$ cat src/hdl/arpwm_pkg.sv
// arpwm_pkg: register map, field positions and carrier types of the auto-reload pwm timer
// assumes an 8-bit register port with word indices as addresses
package arpwm_pkg;
  localparam int          ARPWM_AW        = 4;
  localparam int          ARPWM_DW        = 8;
  localparam int          ARPWM_NCH       = 4;
  localparam int          ARPWM_NCAP      = 2;
  // register indices
  localparam logic [3:0]  ADDR_DUTY3      = 4'h3;
  localparam logic [3:0]  ADDR_DUTY2      = 4'h4;
  localparam logic [3:0]  ADDR_DUTY1      = 4'h5;
  localparam logic [3:0]  ADDR_DUTY0      = 4'h6;
  localparam logic [3:0]  ADDR_PWMCTL     = 4'h7;
  localparam logic [3:0]  ADDR_CSR        = 4'h8;
  localparam logic [3:0]  ADDR_CNT        = 4'h9;
  localparam logic [3:0]  ADDR_RELOAD     = 4'hA;
  localparam logic [3:0]  ADDR_CAPCSR     = 4'hB;
  localparam logic [3:0]  ADDR_CAP1       = 4'hC;
  localparam logic [3:0]  ADDR_CAP2       = 4'hD;
  // control/status fields
  localparam int          CSR_OVF         = 0;
  localparam int          CSR_OIE         = 1;
  localparam int          CSR_FRL         = 2;
  localparam int          CSR_CEN         = 3;
  localparam int          CSR_DIV_LO      = 4;
  localparam int          CSR_CLKSRC      = 7;
  localparam int          PWMCTL_OE_LO    = 4;
  localparam int          CAP_FLAG_LO     = 0;
  localparam int          CAP_IE_LO       = 2;
  localparam int          CAP_EDGE_LO     = 4;
  localparam logic [7:0]  REG_RESET       = 8'h00;
  localparam logic [7:0]  CNT_TOP         = 8'hFF;
  localparam logic [6:0]  PRE_RESET       = 7'h00;

  typedef struct packed {
    logic [ARPWM_AW-1:0] addr;
    logic [ARPWM_DW-1:0] wdata;
    logic                wr;
    logic                rd;
  } arpwm_bus_s;
endpackage

$ cat src/hdl/arpwm_timer.sv
// arpwm_timer: 8-bit auto-reload counter, 7-bit prescaler, four pwm outputs, two captures
// assumes register strobes synchronous to REF_CLK; pins and external clock asynchronous
`timescale 1ns/100ps
// Summary of operation
// RULE1: all channels share period count/(256-reload)
// RULE2: overflow drives outputs to polarity start level
// RULE3: compare match restores opposite level
// RULE4: polarity bit inverts levels, immediately
// RULE5: enable bits route channel onto pin
// RULE6: pwm stops during halt
// RULE7: software keeps compare above reload value
// RULE8: overflow sets flag, irq when enabled
// RULE9: flag marks FFh to reload; read clears
// RULE10: event mode counts external edges to overflow
// RULE11: software clears counter enable before halt
// RULE12: clock source bit picks cpu or external
// RULE13: divide field selects power-of-two tap
// RULE14: counter enable clear freezes prescaler, counter
// RULE15: force reload loads counter, clears prescaler
// RULE16: counter register reads live, writes counter
// RULE17: overflow reloads from auto-reload register
// RULE18: active capture edge latches counter, sets flag
// RULE19: capture blocked until read; read clears flag
// RULE20: capture irq held while flag and enable
// RULE21: enabled capture edge in halt wakes cpu
// RULE22: duty register sets second edge per channel
// RULE23: compare shadow loaded only at overflow
// RULE24: counter increments on prescaler output edge
// RULE25: reset clears counter, prescaler, selects cpu clock
// RULE26: counter write also clears prescaler
// RULE27: overflow beats simultaneous flag-clearing read
module arpwm_timer (
  // clock and reset
  input  wire logic                          REF_CLK,
  input  wire logic                          RST,
  // register port
  input  wire arpwm_pkg::arpwm_bus_s         BUS,
  output logic [arpwm_pkg::ARPWM_DW-1:0]     RDATA,
  // power mode
  input  wire logic                          HALT,
  // pins
  input  wire logic                          EXT_CLK_IN,
  input  wire logic [arpwm_pkg::ARPWM_NCAP-1:0] CAPTURE_IN_N,
  output logic [arpwm_pkg::ARPWM_NCH-1:0]    PWM_OUT_N,
  output logic [arpwm_pkg::ARPWM_NCH-1:0]    PWM_OE,
  // interrupt requests
  output logic                               OVF_IRQ,
  output logic [arpwm_pkg::ARPWM_NCAP-1:0]   CAP_IRQ,
  output logic                               WAKEUP
);
  import arpwm_pkg::*;

  localparam int NCH  = ARPWM_NCH;
  localparam int NCAP = ARPWM_NCAP;

  logic [7:0]      csr_reg;
  logic [7:0]      reload_reg;
  logic [7:0]      pwmctl_reg;
  logic [7:0]      duty_reg [NCH];
  logic [7:0]      shadow_reg [NCH];
  logic [7:0]      cnt_reg;
  logic [6:0]      pre_reg;
  logic [NCAP-1:0] cap_edge_reg;
  logic [NCAP-1:0] cap_ie_reg;
  logic [NCAP-1:0] cap_flag_reg;
  logic [7:0]      cap_val_reg [NCAP];
  logic [1:0]      ext_sync_reg;
  logic            ext_prev_reg;
  logic [NCAP-1:0] cap_s1_reg;
  logic [NCAP-1:0] cap_s2_reg;
  logic [NCAP-1:0] cap_prev_reg;
  logic [NCH-1:0]  level_reg;

  // register decode
  wire wr_csr    = BUS.wr && (BUS.addr == ADDR_CSR);
  wire wr_cnt    = BUS.wr && (BUS.addr == ADDR_CNT);
  wire wr_reload = BUS.wr && (BUS.addr == ADDR_RELOAD);
  wire wr_pwmctl = BUS.wr && (BUS.addr == ADDR_PWMCTL);
  wire wr_capcsr = BUS.wr && (BUS.addr == ADDR_CAPCSR);
  wire rd_csr    = BUS.rd && (BUS.addr == ADDR_CSR);
  wire [NCAP-1:0] rd_cap = {BUS.rd && (BUS.addr == ADDR_CAP2), BUS.rd && (BUS.addr == ADDR_CAP1)};
  wire force_rl  = wr_csr && BUS.wdata[CSR_FRL];                                 // [RULE15]

  // clock source and prescaler tap
  wire ext_rise  = ext_sync_reg[1] && !ext_prev_reg;
  wire in_tick   = csr_reg[CSR_CLKSRC] ? ext_rise : 1'b1;                         // [RULE12] [RULE10]
  wire run       = csr_reg[CSR_CEN] && !HALT;                                     // [RULE14] [RULE6]
  wire [2:0] div = csr_reg[CSR_DIV_LO +: 3];
  wire [7:0] pre_mask = 8'((9'h001 << div) - 9'h001);
  wire [6:0] pre_inc  = pre_reg + 7'h01;
  wire cnt_tick  = run && in_tick && ((8'(pre_reg) & pre_mask) == pre_mask);     // [RULE13] [RULE24]
  wire overflow  = cnt_tick && (cnt_reg == CNT_TOP);

  // prescaler: cleared by force reload or counter write, frozen when stopped
  always_ff @(posedge REF_CLK or posedge RST) begin
    if (RST) pre_reg <= PRE_RESET;                                                // [RULE25]
    else if (force_rl || wr_cnt) pre_reg <= PRE_RESET;                            // [RULE26] [RULE15]
    else if (run && in_tick) pre_reg <= cnt_tick ? PRE_RESET : pre_inc;
  end

  // counter
  always_ff @(posedge REF_CLK or posedge RST) begin
    if (RST) cnt_reg <= REG_RESET;
    else if (wr_cnt) cnt_reg <= BUS.wdata;                                        // [RULE16]
    else if (force_rl) cnt_reg <= reload_reg;                                     // [RULE15]
    else if (overflow) cnt_reg <= reload_reg;                                     // [RULE17] [RULE1]
    else if (cnt_tick) cnt_reg <= cnt_reg + 8'h01;                                // [RULE24]
  end

  // control/status: force reload bit never stored
  wire [7:0] csr_wmask = ~(8'h01 << CSR_FRL) & ~(8'h01 << CSR_OVF);
  always_ff @(posedge REF_CLK or posedge RST) begin
    if (RST) csr_reg <= REG_RESET;                                                // [RULE25]
    else begin
      if (wr_csr) csr_reg <= (BUS.wdata & csr_wmask) | {7'h00, csr_reg[CSR_OVF]};
      if (overflow) csr_reg[CSR_OVF] <= 1'b1;                                     // [RULE8] [RULE27]
      else if (rd_csr) csr_reg[CSR_OVF] <= 1'b0;                                  // [RULE9]
    end
  end

  always_ff @(posedge REF_CLK or posedge RST) begin
    if (RST) begin
      reload_reg <= REG_RESET;
      pwmctl_reg <= REG_RESET;
    end else begin
      if (wr_reload) reload_reg <= BUS.wdata;
      if (wr_pwmctl) pwmctl_reg <= BUS.wdata;
    end
  end

  // synchronisers
  always_ff @(posedge REF_CLK or posedge RST) begin
    if (RST) begin
      ext_sync_reg <= 2'h0;
      ext_prev_reg <= 1'b0;
      cap_s1_reg   <= '1;
      cap_s2_reg   <= '1;
      cap_prev_reg <= '1;
    end else begin
      ext_sync_reg <= {ext_sync_reg[0], EXT_CLK_IN};
      ext_prev_reg <= ext_sync_reg[1];
      cap_s1_reg   <= CAPTURE_IN_N;
      cap_s2_reg   <= cap_s1_reg;
      cap_prev_reg <= cap_s2_reg;
    end
  end

  // pwm channels
  genvar gi;
  generate
    for (gi = 0; gi < NCH; gi++) begin : g_chan
      localparam logic [3:0] DADDR = 4'(ADDR_DUTY0 - 4'(gi));
      wire wr_duty = BUS.wr && (BUS.addr == DADDR);
      wire match   = cnt_tick && !overflow && (cnt_reg == shadow_reg[gi]);
      always_ff @(posedge REF_CLK or posedge RST) begin
        if (RST) begin
          duty_reg[gi]   <= REG_RESET;
          shadow_reg[gi] <= REG_RESET;
          level_reg[gi]  <= 1'b1;
        end else begin
          if (wr_duty) duty_reg[gi] <= BUS.wdata;                                 // [RULE22]
          if (overflow) shadow_reg[gi] <= duty_reg[gi];                           // [RULE23]
          if (overflow) level_reg[gi] <= 1'b1;                                    // [RULE2]
          else if (match) level_reg[gi] <= 1'b0;                                  // [RULE3] [RULE7]
        end
      end
      // polarity applied after level so a change acts at once
      always_ff @(posedge REF_CLK or posedge RST) begin
        if (RST) begin
          PWM_OUT_N[gi] <= 1'b1;
          PWM_OE[gi]    <= 1'b0;
        end else begin
          PWM_OUT_N[gi] <= level_reg[gi] ^ pwmctl_reg[gi];                        // [RULE4]
          PWM_OE[gi]    <= pwmctl_reg[PWMCTL_OE_LO + gi] && !HALT;                // [RULE5] [RULE6]
        end
      end
    end
  endgenerate

  // capture channels
  generate
    for (gi = 0; gi < NCAP; gi++) begin : g_cap
      wire rise = cap_s2_reg[gi] && !cap_prev_reg[gi];
      wire fall = !cap_s2_reg[gi] && cap_prev_reg[gi];
      wire hit  = cap_edge_reg[gi] ? rise : fall;                                 // [RULE18]
      always_ff @(posedge REF_CLK or posedge RST) begin
        if (RST) begin
          cap_flag_reg[gi] <= 1'b0;
          cap_val_reg[gi]  <= REG_RESET;
        end else if (hit && !cap_flag_reg[gi]) begin
          cap_flag_reg[gi] <= 1'b1;
          cap_val_reg[gi]  <= cnt_reg;
        end else if (rd_cap[gi]) begin
          cap_flag_reg[gi] <= 1'b0;                                               // [RULE19]
        end
      end
      always_ff @(posedge REF_CLK or posedge RST) begin
        if (RST) CAP_IRQ[gi] <= 1'b0;
        else CAP_IRQ[gi] <= (cap_flag_reg[gi] || hit) && cap_ie_reg[gi];          // [RULE20]
      end
    end
  endgenerate

  always_ff @(posedge REF_CLK or posedge RST) begin
    if (RST) begin
      cap_edge_reg <= '0;
      cap_ie_reg   <= '0;
    end else if (wr_capcsr) begin
      cap_edge_reg <= BUS.wdata[CAP_EDGE_LO +: NCAP];
      cap_ie_reg   <= BUS.wdata[CAP_IE_LO +: NCAP];
    end
  end

  wire [NCAP-1:0] cap_hit_now = {g_cap[1].hit, g_cap[0].hit};
  always_ff @(posedge REF_CLK or posedge RST) begin
    if (RST) begin
      OVF_IRQ <= 1'b0;
      WAKEUP  <= 1'b0;
    end else begin
      OVF_IRQ <= (csr_reg[CSR_OVF] || overflow) && csr_reg[CSR_OIE];              // [RULE8]
      WAKEUP  <= HALT && |(cap_hit_now & cap_ie_reg);                             // [RULE21]
    end
  end

  // read mux
  wire [7:0] csr_rd = csr_reg & ~(8'h01 << CSR_FRL);
  wire [7:0] cap_rd = 8'({cap_edge_reg, cap_ie_reg, cap_flag_reg});
  logic [7:0] rd_mux;
  always_comb begin
    unique case (BUS.addr)
      ADDR_DUTY3:  rd_mux = duty_reg[3];
      ADDR_DUTY2:  rd_mux = duty_reg[2];
      ADDR_DUTY1:  rd_mux = duty_reg[1];
      ADDR_DUTY0:  rd_mux = duty_reg[0];
      ADDR_PWMCTL: rd_mux = pwmctl_reg;
      ADDR_CSR:    rd_mux = csr_rd;
      ADDR_CNT:    rd_mux = cnt_reg;                                              // [RULE16]
      ADDR_RELOAD: rd_mux = reload_reg;
      ADDR_CAPCSR: rd_mux = cap_rd;
      ADDR_CAP1:   rd_mux = cap_val_reg[0];
      ADDR_CAP2:   rd_mux = cap_val_reg[1];
      default:     rd_mux = REG_RESET;
    endcase
  end

  always_ff @(posedge REF_CLK or posedge RST) begin
    if (RST) RDATA <= REG_RESET;
    else if (BUS.rd) RDATA <= rd_mux;
    else RDATA <= REG_RESET;
  end

  // ticks since the last overflow; a period is clean when no write disturbed it
  logic [8:0] period_tick_reg;
  logic       period_clean_reg;
  wire        period_upset = wr_cnt || force_rl || wr_reload;
  wire [8:0]  period_want  = 9'(CNT_TOP) + 9'h001 - {1'b0, reload_reg};            // [RULE1]
  always_ff @(posedge REF_CLK or posedge RST) begin
    if (RST) begin
      period_tick_reg  <= '0;
      period_clean_reg <= 1'b0;
    end else begin
      if (overflow) period_tick_reg <= 9'h001;
      else if (cnt_tick) period_tick_reg <= period_tick_reg + 9'h001;
      if (period_upset) period_clean_reg <= 1'b0;
      else if (overflow) period_clean_reg <= 1'b1;
    end
  end

  // checks
  ovf_flag_a: assert property (@(posedge REF_CLK) disable iff (RST) // [RULE8]
    overflow |=> csr_reg[CSR_OVF])
    else $error("overflow did not set flag");

  ovf_race_a: assert property (@(posedge REF_CLK) disable iff (RST) // [RULE27]
    overflow && rd_csr |=> csr_reg[CSR_OVF])
    else $error("flag lost to a clearing read");

  ovf_clear_a: assert property (@(posedge REF_CLK) disable iff (RST) // [RULE9]
    rd_csr && !overflow |=> !csr_reg[CSR_OVF])
    else $error("flag not cleared by read");

  irq_a: assert property (@(posedge REF_CLK) disable iff (RST) // [RULE8]
    csr_reg[CSR_OVF] && csr_reg[CSR_OIE] |=> OVF_IRQ)
    else $error("irq missing");

  irq_quiet_a: assert property (@(posedge REF_CLK) disable iff (RST) // [RULE8]
    !csr_reg[CSR_OIE] |=> !OVF_IRQ)
    else $error("irq while disabled");

  reload_load_a: assert property (@(posedge REF_CLK) disable iff (RST) // [RULE17]
    overflow && !wr_cnt && !force_rl |=> cnt_reg == $past(reload_reg))
    else $error("no reload");

  force_rl_a: assert property (@(posedge REF_CLK) disable iff (RST) // [RULE15]
    force_rl && !wr_cnt |=> cnt_reg == $past(reload_reg) && pre_reg == PRE_RESET)
    else $error("force reload");

  frl_read_a: assert property (@(posedge REF_CLK) disable iff (RST) // [RULE15]
    rd_csr |=> !RDATA[CSR_FRL])
    else $error("force reload bit read back");

  cnt_write_a: assert property (@(posedge REF_CLK) disable iff (RST) // [RULE26]
    wr_cnt |=> cnt_reg == $past(BUS.wdata) && pre_reg == PRE_RESET)
    else $error("counter write");

  cnt_read_a: assert property (@(posedge REF_CLK) disable iff (RST) // [RULE16]
    BUS.rd && (BUS.addr == ADDR_CNT) |=> RDATA == $past(cnt_reg))
    else $error("counter read not live");

  rdata_zero_a: assert property (@(posedge REF_CLK) disable iff (RST)
    !BUS.rd |=> RDATA == REG_RESET)
    else $error("read data without read");

  cnt_step_a: assert property (@(posedge REF_CLK) disable iff (RST) // [RULE24]
    cnt_tick && !overflow && !wr_cnt && !force_rl |=> cnt_reg == $past(cnt_reg) + 8'h01)
    else $error("counter step");

  ext_gate_a: assert property (@(posedge REF_CLK) disable iff (RST) // [RULE12]
    csr_reg[CSR_CLKSRC] && !ext_rise |-> !cnt_tick)
    else $error("tick without external edge");

  freeze_a: assert property (@(posedge REF_CLK) disable iff (RST) // [RULE14]
    !run && !wr_cnt && !force_rl |=> $stable(cnt_reg) && $stable(pre_reg))
    else $error("not frozen");

  period_a: assert property (@(posedge REF_CLK) disable iff (RST) // [RULE1]
    overflow && period_clean_reg |-> period_tick_reg == period_want)
    else $error("period length");

  shadow_a: assert property (@(posedge REF_CLK) disable iff (RST) // [RULE23]
    !overflow |=> $stable(shadow_reg[0]))
    else $error("shadow changed");

  start_level_a: assert property (@(posedge REF_CLK) disable iff (RST) // [RULE2]
    overflow |=> level_reg == '1)
    else $error("start level");

  match_level_a: assert property (@(posedge REF_CLK) disable iff (RST) // [RULE3]
    g_chan[0].match |=> !level_reg[0])
    else $error("compare level");

  pol_a: assert property (@(posedge REF_CLK) disable iff (RST) // [RULE4]
    1'b1 |=> PWM_OUT_N[0] == ($past(level_reg[0]) ^ $past(pwmctl_reg[0])))
    else $error("polarity");

  oe_route_a: assert property (@(posedge REF_CLK) disable iff (RST) // [RULE5]
    !HALT |=> PWM_OE == $past(pwmctl_reg[PWMCTL_OE_LO +: NCH]))
    else $error("output enable routing");

  oe_halt_a: assert property (@(posedge REF_CLK) disable iff (RST) // [RULE6]
    HALT |=> PWM_OE == '0)
    else $error("outputs driven in halt");

  cap_take_a: assert property (@(posedge REF_CLK) disable iff (RST) // [RULE18]
    g_cap[0].hit && !cap_flag_reg[0] |=> cap_flag_reg[0] && cap_val_reg[0] == $past(cnt_reg))
    else $error("capture not taken");

  cap_block_a: assert property (@(posedge REF_CLK) disable iff (RST) // [RULE19]
    cap_flag_reg[0] && !rd_cap[0] |=> $stable(cap_val_reg[0]) && cap_flag_reg[0])
    else $error("capture overwritten");

  cap_clear_a: assert property (@(posedge REF_CLK) disable iff (RST) // [RULE19]
    rd_cap[0] && cap_flag_reg[0] |=> !cap_flag_reg[0])
    else $error("capture flag not cleared");

  cap_irq_a: assert property (@(posedge REF_CLK) disable iff (RST) // [RULE20]
    cap_flag_reg[0] && cap_ie_reg[0] |=> CAP_IRQ[0])
    else $error("capture irq missing");

  wake_a: assert property (@(posedge REF_CLK) disable iff (RST) // [RULE21]
    HALT && g_cap[0].hit && cap_ie_reg[0] |=> WAKEUP)
    else $error("no wakeup");

  // main scenarios
  ovf_c: cover property (@(posedge REF_CLK) disable iff (RST) overflow && csr_reg[CSR_OIE]);
  match_c: cover property (@(posedge REF_CLK) disable iff (RST) g_chan[0].match);
  cap_c: cover property (@(posedge REF_CLK) disable iff (RST) g_cap[0].hit && !cap_flag_reg[0]);
  ext_c: cover property (@(posedge REF_CLK) disable iff (RST) overflow && csr_reg[CSR_CLKSRC]);
  wake_c: cover property (@(posedge REF_CLK) disable iff (RST) WAKEUP);
endmodule // arpwm_timer

$ cat config.mk
export PLATFORM = sky130hd
export DESIGN_NAME = arpwm_timer
export DESIGN_NICKNAME = d
export VERILOG_FILES = /design/src/hdl/arpwm_pkg.sv /design/src/hdl/arpwm_timer.sv
export SDC_FILE = /design/constraint.sdc
export NUM_CORES = 1
export LEC_CHECK = 0
export BUFFER_PORTS_ARGS = -buffer_cell sky130_fd_sc_hd__buf_2
export CELL_PAD_IN_SITES_DETAIL_PLACEMENT = 0
export CELL_PAD_IN_SITES_GLOBAL_PLACEMENT = 1
export CORE_AREA = 2 2 176 178
export CTS_CLUSTER_SIZE = 24
export DETAILED_ROUTE_END_ITERATION = 8
export DIE_AREA = 0 0 178 180
export PLACE_DENSITY_LB_ADDON = 0.25
export SLEW_MARGIN = 40
export SYNTH_ARGS = -nofsm -noshare
export SYNTH_HDL_FRONTEND = slang
export SYNTH_SLANG_ARGS = --single-unit
$ cat constraint.sdc
create_clock -name REF_CLK -period 4.3 [get_ports REF_CLK]
set_clock_uncertainty 0.05 [all_clocks]
set_input_delay 0.215 -clock REF_CLK [delete_from_list [all_inputs] [get_ports REF_CLK]]
set_output_delay 0.215 -clock REF_CLK [all_outputs]
set_load 0.005 [all_outputs]
==> Yosys cells after proc, flatten, opt, wreduce, memory -nomap -nowiden <==
Cells that the tools add are included.
{ "totals": {"register_bits": 158, "input_bits": 20, "word_cells": 157, "output_inout_bits": 20} }
{ "classes": {"reduce_logical": 60, "muxes": 27, "bitwise": 7, "addsub": 3, "n_eq_ne": 17, "shifts": 1} }
{ "ops": {"columns": ["cell", "count"], "rows": [
  ["$pmux W8 S11", 1],
  ["$eq A8 B8 Y1", 5],
  ["$mux W8", 5],
  ["$logic_and A1 B1 Y1", 37],
  ["$eq A4 B4 Y1 const B", 6],
  ["$mux W7", 3],
  ["$mux W1", 18],
  ["$eq A4 B3 Y1 const B", 4],
  ["$reduce_bool A2 Y1", 7],
  ["$logic_not A1 Y1", 9],
  ["$add A8 B1 Y8 const B", 1],
  ["$and A7 B8 Y8", 1],
  ["$eq A8 B8 Y1 const B", 1],
  ["$or A8 B1 Y8", 1],
  ["$shl A1 B3 Y8 const A", 1],
  ["$sub A8 B1 Y8 const B", 1],
  ["$add A7 B1 Y7 const B", 1],
  ["$eq A4 B2 Y1 const B", 1],
  ["$logic_or A1 B1 Y1", 4],
  ["$reduce_bool A4 Y1", 1],
  ["$xor A1 B1 Y1", 4],
  ["$reduce_bool A3 Y1", 1],
  ["$and A2 B2 Y2", 1],
  ["$reduce_or A2 Y1", 1]
]} }

==> Longest topological paths before layout <==
{ "logic_depth": {"word_depth": 11, "mapped_depth": 11, "mapped_depth_nobuf": 9} }

==> Least setup slack after synthesis <==
Ideal clock, no wire load.
{ "synth_path": {"path_kind": "flip-flop to flip-flop", "startpoint": "reg csr_reg[5]", "endpoint": "reg cnt_reg[0]", "t_required_ns": 4.120, "period_less_slack_ns": 2.662, "n_path_buf": 3, "setup_slack_ns": 1.638, "arrival_time_ns": 2.482, "setup_ns": 0.130, "stages_incl_launch_ff": 12, "path_cell_list": "dfrtp_1 -> buf_2 -> or3_1 -> ha_1 -> and2_1 -> o21ai_0 -> a21oi_1 -> or4_1 -> clkbuf_1 -> buf_6 -> a211oi_2 -> nor3_1"} }
{ "synth_between": {"elab_chain_len": 9} }
{ "synth_lines": {"columns": ["item", "line", "source"], "rows": [
  ["from (decl)", "arpwm_timer.sv:56", "logic [7:0] csr_reg;"],
  ["from (signal assigned)", "arpwm_timer.sv:115", "if (wr_csr) csr_reg <= (BUS.wdata & csr_wmask) | {7'h00, csr_reg[CSR_OVF]};"],
  ["$shl A1 B3 Y8 (*)", "arpwm_timer.sv:89", "wire [7:0] pre_mask = 8'((9'h001 << div) - 9'h001);"],
  ["$sub A8 B1 Y8 (*)", "arpwm_timer.sv:89", null],
  ["$and A7 B8 Y8", "arpwm_timer.sv:91", "wire cnt_tick = run && in_tick && ((8'(pre_reg) & pre_mask) == pre_mask);"],
  ["$eq A8 B8 Y1 (*)", "arpwm_timer.sv:91", null],
  ["$logic_and A1 B1 Y1 (*)", "arpwm_timer.sv:91", null],
  ["$logic_and A1 B1 Y1", "arpwm_timer.sv:92", "wire overflow = cnt_tick && (cnt_reg == CNT_TOP);"],
  ["$mux W8", "arpwm_timer.sv:106", "else if (overflow) cnt_reg <= reload_reg;"],
  ["$mux W8", "arpwm_timer.sv:105", "else if (force_rl) cnt_reg <= reload_reg;"],
  ["$mux W8", "arpwm_timer.sv:104", "else if (wr_cnt) cnt_reg <= BUS.wdata;"],
  ["to (signal assigned)", "arpwm_timer.sv:104", null],
  ["to (signal assigned)", "arpwm_timer.sv:105", null],
  ["to (signal assigned)", "arpwm_timer.sv:106", null],
  ["to (decl)", "arpwm_timer.sv:61", "logic [7:0] cnt_reg;"]
]} }
Mark *: on every way between the ends. The rest lies on a longest branch, timed or not.
A chain may end at the register's enable or synchronous reset.

==> Worst setup path after layout <==
{ "layout_path": {"startpoint": "reg csr_reg[4]", "endpoint": "reg shadow_reg[27] (netlist name)"} }
{ "layout_between": {"elab_chain_len": 6} }
{ "layout_lines": {"columns": ["item", "line", "source"], "rows": [
  ["$shl A1 B3 Y8 (*)", "arpwm_timer.sv:89", null],
  ["$sub A8 B1 Y8 (*)", "arpwm_timer.sv:89", null],
  ["$and A7 B8 Y8", "arpwm_timer.sv:91", null],
  ["$eq A8 B8 Y1 (*)", "arpwm_timer.sv:91", null],
  ["$logic_and A1 B1 Y1 (*)", "arpwm_timer.sv:91", null],
  ["$logic_and A1 B1 Y1 (*)", "arpwm_timer.sv:92", null],
  ["to (signal, indexed assignment)", "arpwm_timer.sv:162", "if (overflow) shadow_reg[gi] <= duty_reg[gi];"],
  ["to (decl)", "arpwm_timer.sv:60", "logic [7:0] shadow_reg [NCH];"]
]} }
Marks and branches as above.

==> metrics.md <==
| Metric | Value |
|---|---|
| Placed Instances | `1100` |
| RSZ-0062 raised after global routing | `false` |
| Commonest cells in the netlist | `dfrtp_1, nand2_1, mux2_2, xnor2_1, clkbuf_1` |
| Largest net degree at the start of global routing | `96` |
| Predominant post-synthesis flop cell | `dfrtp_1` |
| Crit path time final | `between 3000 and 4000 ps` |
| Fraction of registers with async set/reset | `between 90% and 100%` |
| GRT Total Usage | `between 10% and 20%` |
| Syn Nets | `between 700 and 800` |
| Post-synth EDFFs | `0` |
| 1st-iter DRT viols | `between 400 and 500` |
| Share of cells above drive strength 1 | `between 20% and 30%` |
| Core box area | `30200 sq um` |
| Antenna violations before repair | `1` |
| Endpoints failing setup | `0` |
| Design Area, Final | `about 9000 sq um` |
| Synth area leaders | `dfrtp_1, mux2_2, nand2_1` |
| Multi-input logic area | `~3300 sq um` |
| Skew-Pair Late Insertion Delay | `about 430 ps` |
| Syn_area_per_cell | `10.8 sq um` |
| Lkg Pwr | `roughly 3.8 nW` |
| Area grow syn2layout | `18.4%` |
| Leading area contributor after synthesis | `dfrtp_1` |
| Maximum vdd ir drop | `~0.26 mV` |
| Netlist cell types | `53` |
| Reg clk slew, reported paths | `approximately 60 ps` |
| Drt wl/cell | `~22 um` |
| Cell depth of the worst hold path | `2` |
| FF+latch area | `3950 sq um` |
| Mapped Cells | `688` |
| Worst Path Arrival | `3550 ps` |
| Die span in y | `about 180 um` |
| GR Overflow Total | `0` |
| Fin crit share | `roughly 76%` |
| Fmax | `304 MHz` |
| Fillers | `approximately 3100` |
| Finished Layout Cells | `1138` |
| Synth top area share | `48.3%` |
| # IOs | `40` |
| Worst path required time | `between 4000 and 5000 ps` |
| Gpl congestion | `roughly 0.80` |
| Outcome | `finished, final reports clean` |
| MaxCap Viol Count | `0` |
| Die Area | `between 30000 and 40000 sq um` |
| DR vias/cell | `roughly 4.8` |
| Clock root buffer | `clkbuf_16` |
| Synthesized flop and latch total | `157` |
| Crit-path max FO | `23` |
| Total CTS buffers | `17` |
| Number of routed nets with antenna violations | `0` |
| Drt drc | `0` |
| Final Hold Slack | `between 40 and 50 ps` |
| TNS Setup | `0 ps` |
| CP Capture Type | `flip-flop` |
| Count leader, synth | `dfrtp_1` |
| Die Wd | `~180 um` |
| Rel. slew slack | `a little under half` |
| Sequential-to-total area share from yosys stat | `between 50% and 60%` |
| Synthesized area | `7420 sq um` |
| CTS Buffer Depth | `2` |
| Final hold violations | `0` |
| Routed via count | `~5500` |
| Slew @ Worst Pin | `about 800 ps` |
| First-pass GRT wire length | `around 37000 um` |
| Critical setup path kind | `flip-flop to flip-flop` |
| Worst hold path class | `input port to flip-flop` |
| Startpoint types | `flip-flop` |
| Vias in the first global route | `around 5600` |
| Synthesis warning total | `0` |
| Drt pass-1 iters | `5` |
| # H-tree levels | `4` |
| Final wirelength | `roughly 25000 um` |
| Slew Viols, Final | `0` |
| R2R depth | `10` |
| Buffers on Ports | `39` |
| Clock sink count | `157` |
| Post-DP HPWL | `16800 um` |
| Util after Layout | `roughly 29%` |
| CTS tree | `yes` |
| Site row count | `64` |
| Starting Density | `between 20 and 25%` |
| Power density over cell area | `around 530 nW/um^2` |
| DP Area | `a little over 8000 sq um` |
| Final #Nets | `roughly 750` |
## power by group
part / internal (mW) / switching (mW) / leakage [nW]
Combinational: 0.457 / 0.478 / 1.54
Sequential: 1.75 / 0.331 / 1.99
Clock: 0.977 / 0.626 / 0.303
## cell type report
cell class	count	area share (%)
Timing Repair Buffer	62	4.70
Sequential cell	157	44.9
Multi-Input combinational cell	481	37.2
Clock inverter	9	1.52
Clock buffer	23	5.56
Antenna cell	1	0.0285
Inverter	9	0.427
Tap cell	396	5.64
## routing by layer
layer / vias to the layer above / wire, um / track usage [%]
met5: - / 0 / 0
met4: 0 / 318 / 3.87
met3: 17 / 1220 / 3.49
met2: 138 / 11300 / 24.5
met1: 2830 / 11800 / 22.8
li1: 2511 / - / -
## through the flow
step / setup slack (ps) / total power, mW
6_report: 1020 / 4.62
5_1_grt: 760 / 4.88
4_1_cts: 992 / 4.67
3_3_place_gp: 1050 / 3.05
3_5_place_dp: 1020 / 3.05
2_1_floorplan: 1640 / 2.65
## path summary, 6_finish.rpt
path                                            from                          end  slack, ps
setup / recovery              csr_reg[4]$_DFFE_PP0P_   shadow_reg[27]$_DFFE_PP0P_       1020
min in group asynchronous                        RST   shadow_reg[12]$_DFFE_PP0P_        380
hold reg to reg            ext_sync_reg[0]$_DFF_PP0_    ext_sync_reg[1]$_DFF_PP0_        300
hold / removal                                BUS[0]  cap_flag_reg[0]$_DFFE_PP0P_         50
max in group asynchronous                        RST   cap_val_reg[2]$_DFFE_PP0P_       2980
setup reg to reg              csr_reg[4]$_DFFE_PP0P_   shadow_reg[27]$_DFFE_PP0P_       1020
## cells by family after synthesis
logic type	share of synthesized area [%]
multiplexers	12.5
AO/OA/AOI/OAI	10.5
adder cells (fa/ha/maj)	0.506
XOR/XNOR	5.31
flip-flops	53.2
AND/OR/NAND/NOR	15.0
buffers and inverters	2.92
## timing repair
item	CTS	global route
hold endpoints to repair	61	0
hold buffers	5	0
resized for setup	0	0
setup buffers	0	0
## cell usage in the layout, fill, tap and decap left out, types with 4 or more instances in the layout
master         count
or3_1              6
nand3_1           16
xor2_1            10
dfstp_2           14
a21oi_1           15
dfrtp_1          143
clkbuf_8           4
nor3_1            10
mux2i_1            5
nand4_1           12
nor2b_1           16
a221oi_1           6
o21a_1             5
mux2_2            78
inv_1              8
a31oi_1           11
nand2_1          137
and3_1             6
buf_2             39
a22oi_1           13
o31ai_1            8
dlygate4sd3_1      5
nor2_1            20
o21ai_0           21
clkbuf_16         17
a32oi_1            5
buf_4             16
a32o_1             6
xnor2_1           35
## worst max-delay path, cell delays in order, from the launching register on
cell	delay (ps)
dfrtp_1	460
inv_1	110
or3_1	380
ha_1	200
and2_1	150
o21ai_0	140
a21oi_1	190
or4_1	950
buf_4	380
nand2_1	100
nand2_1	50
Note: power is estimated with default switching activity, not from simulation.
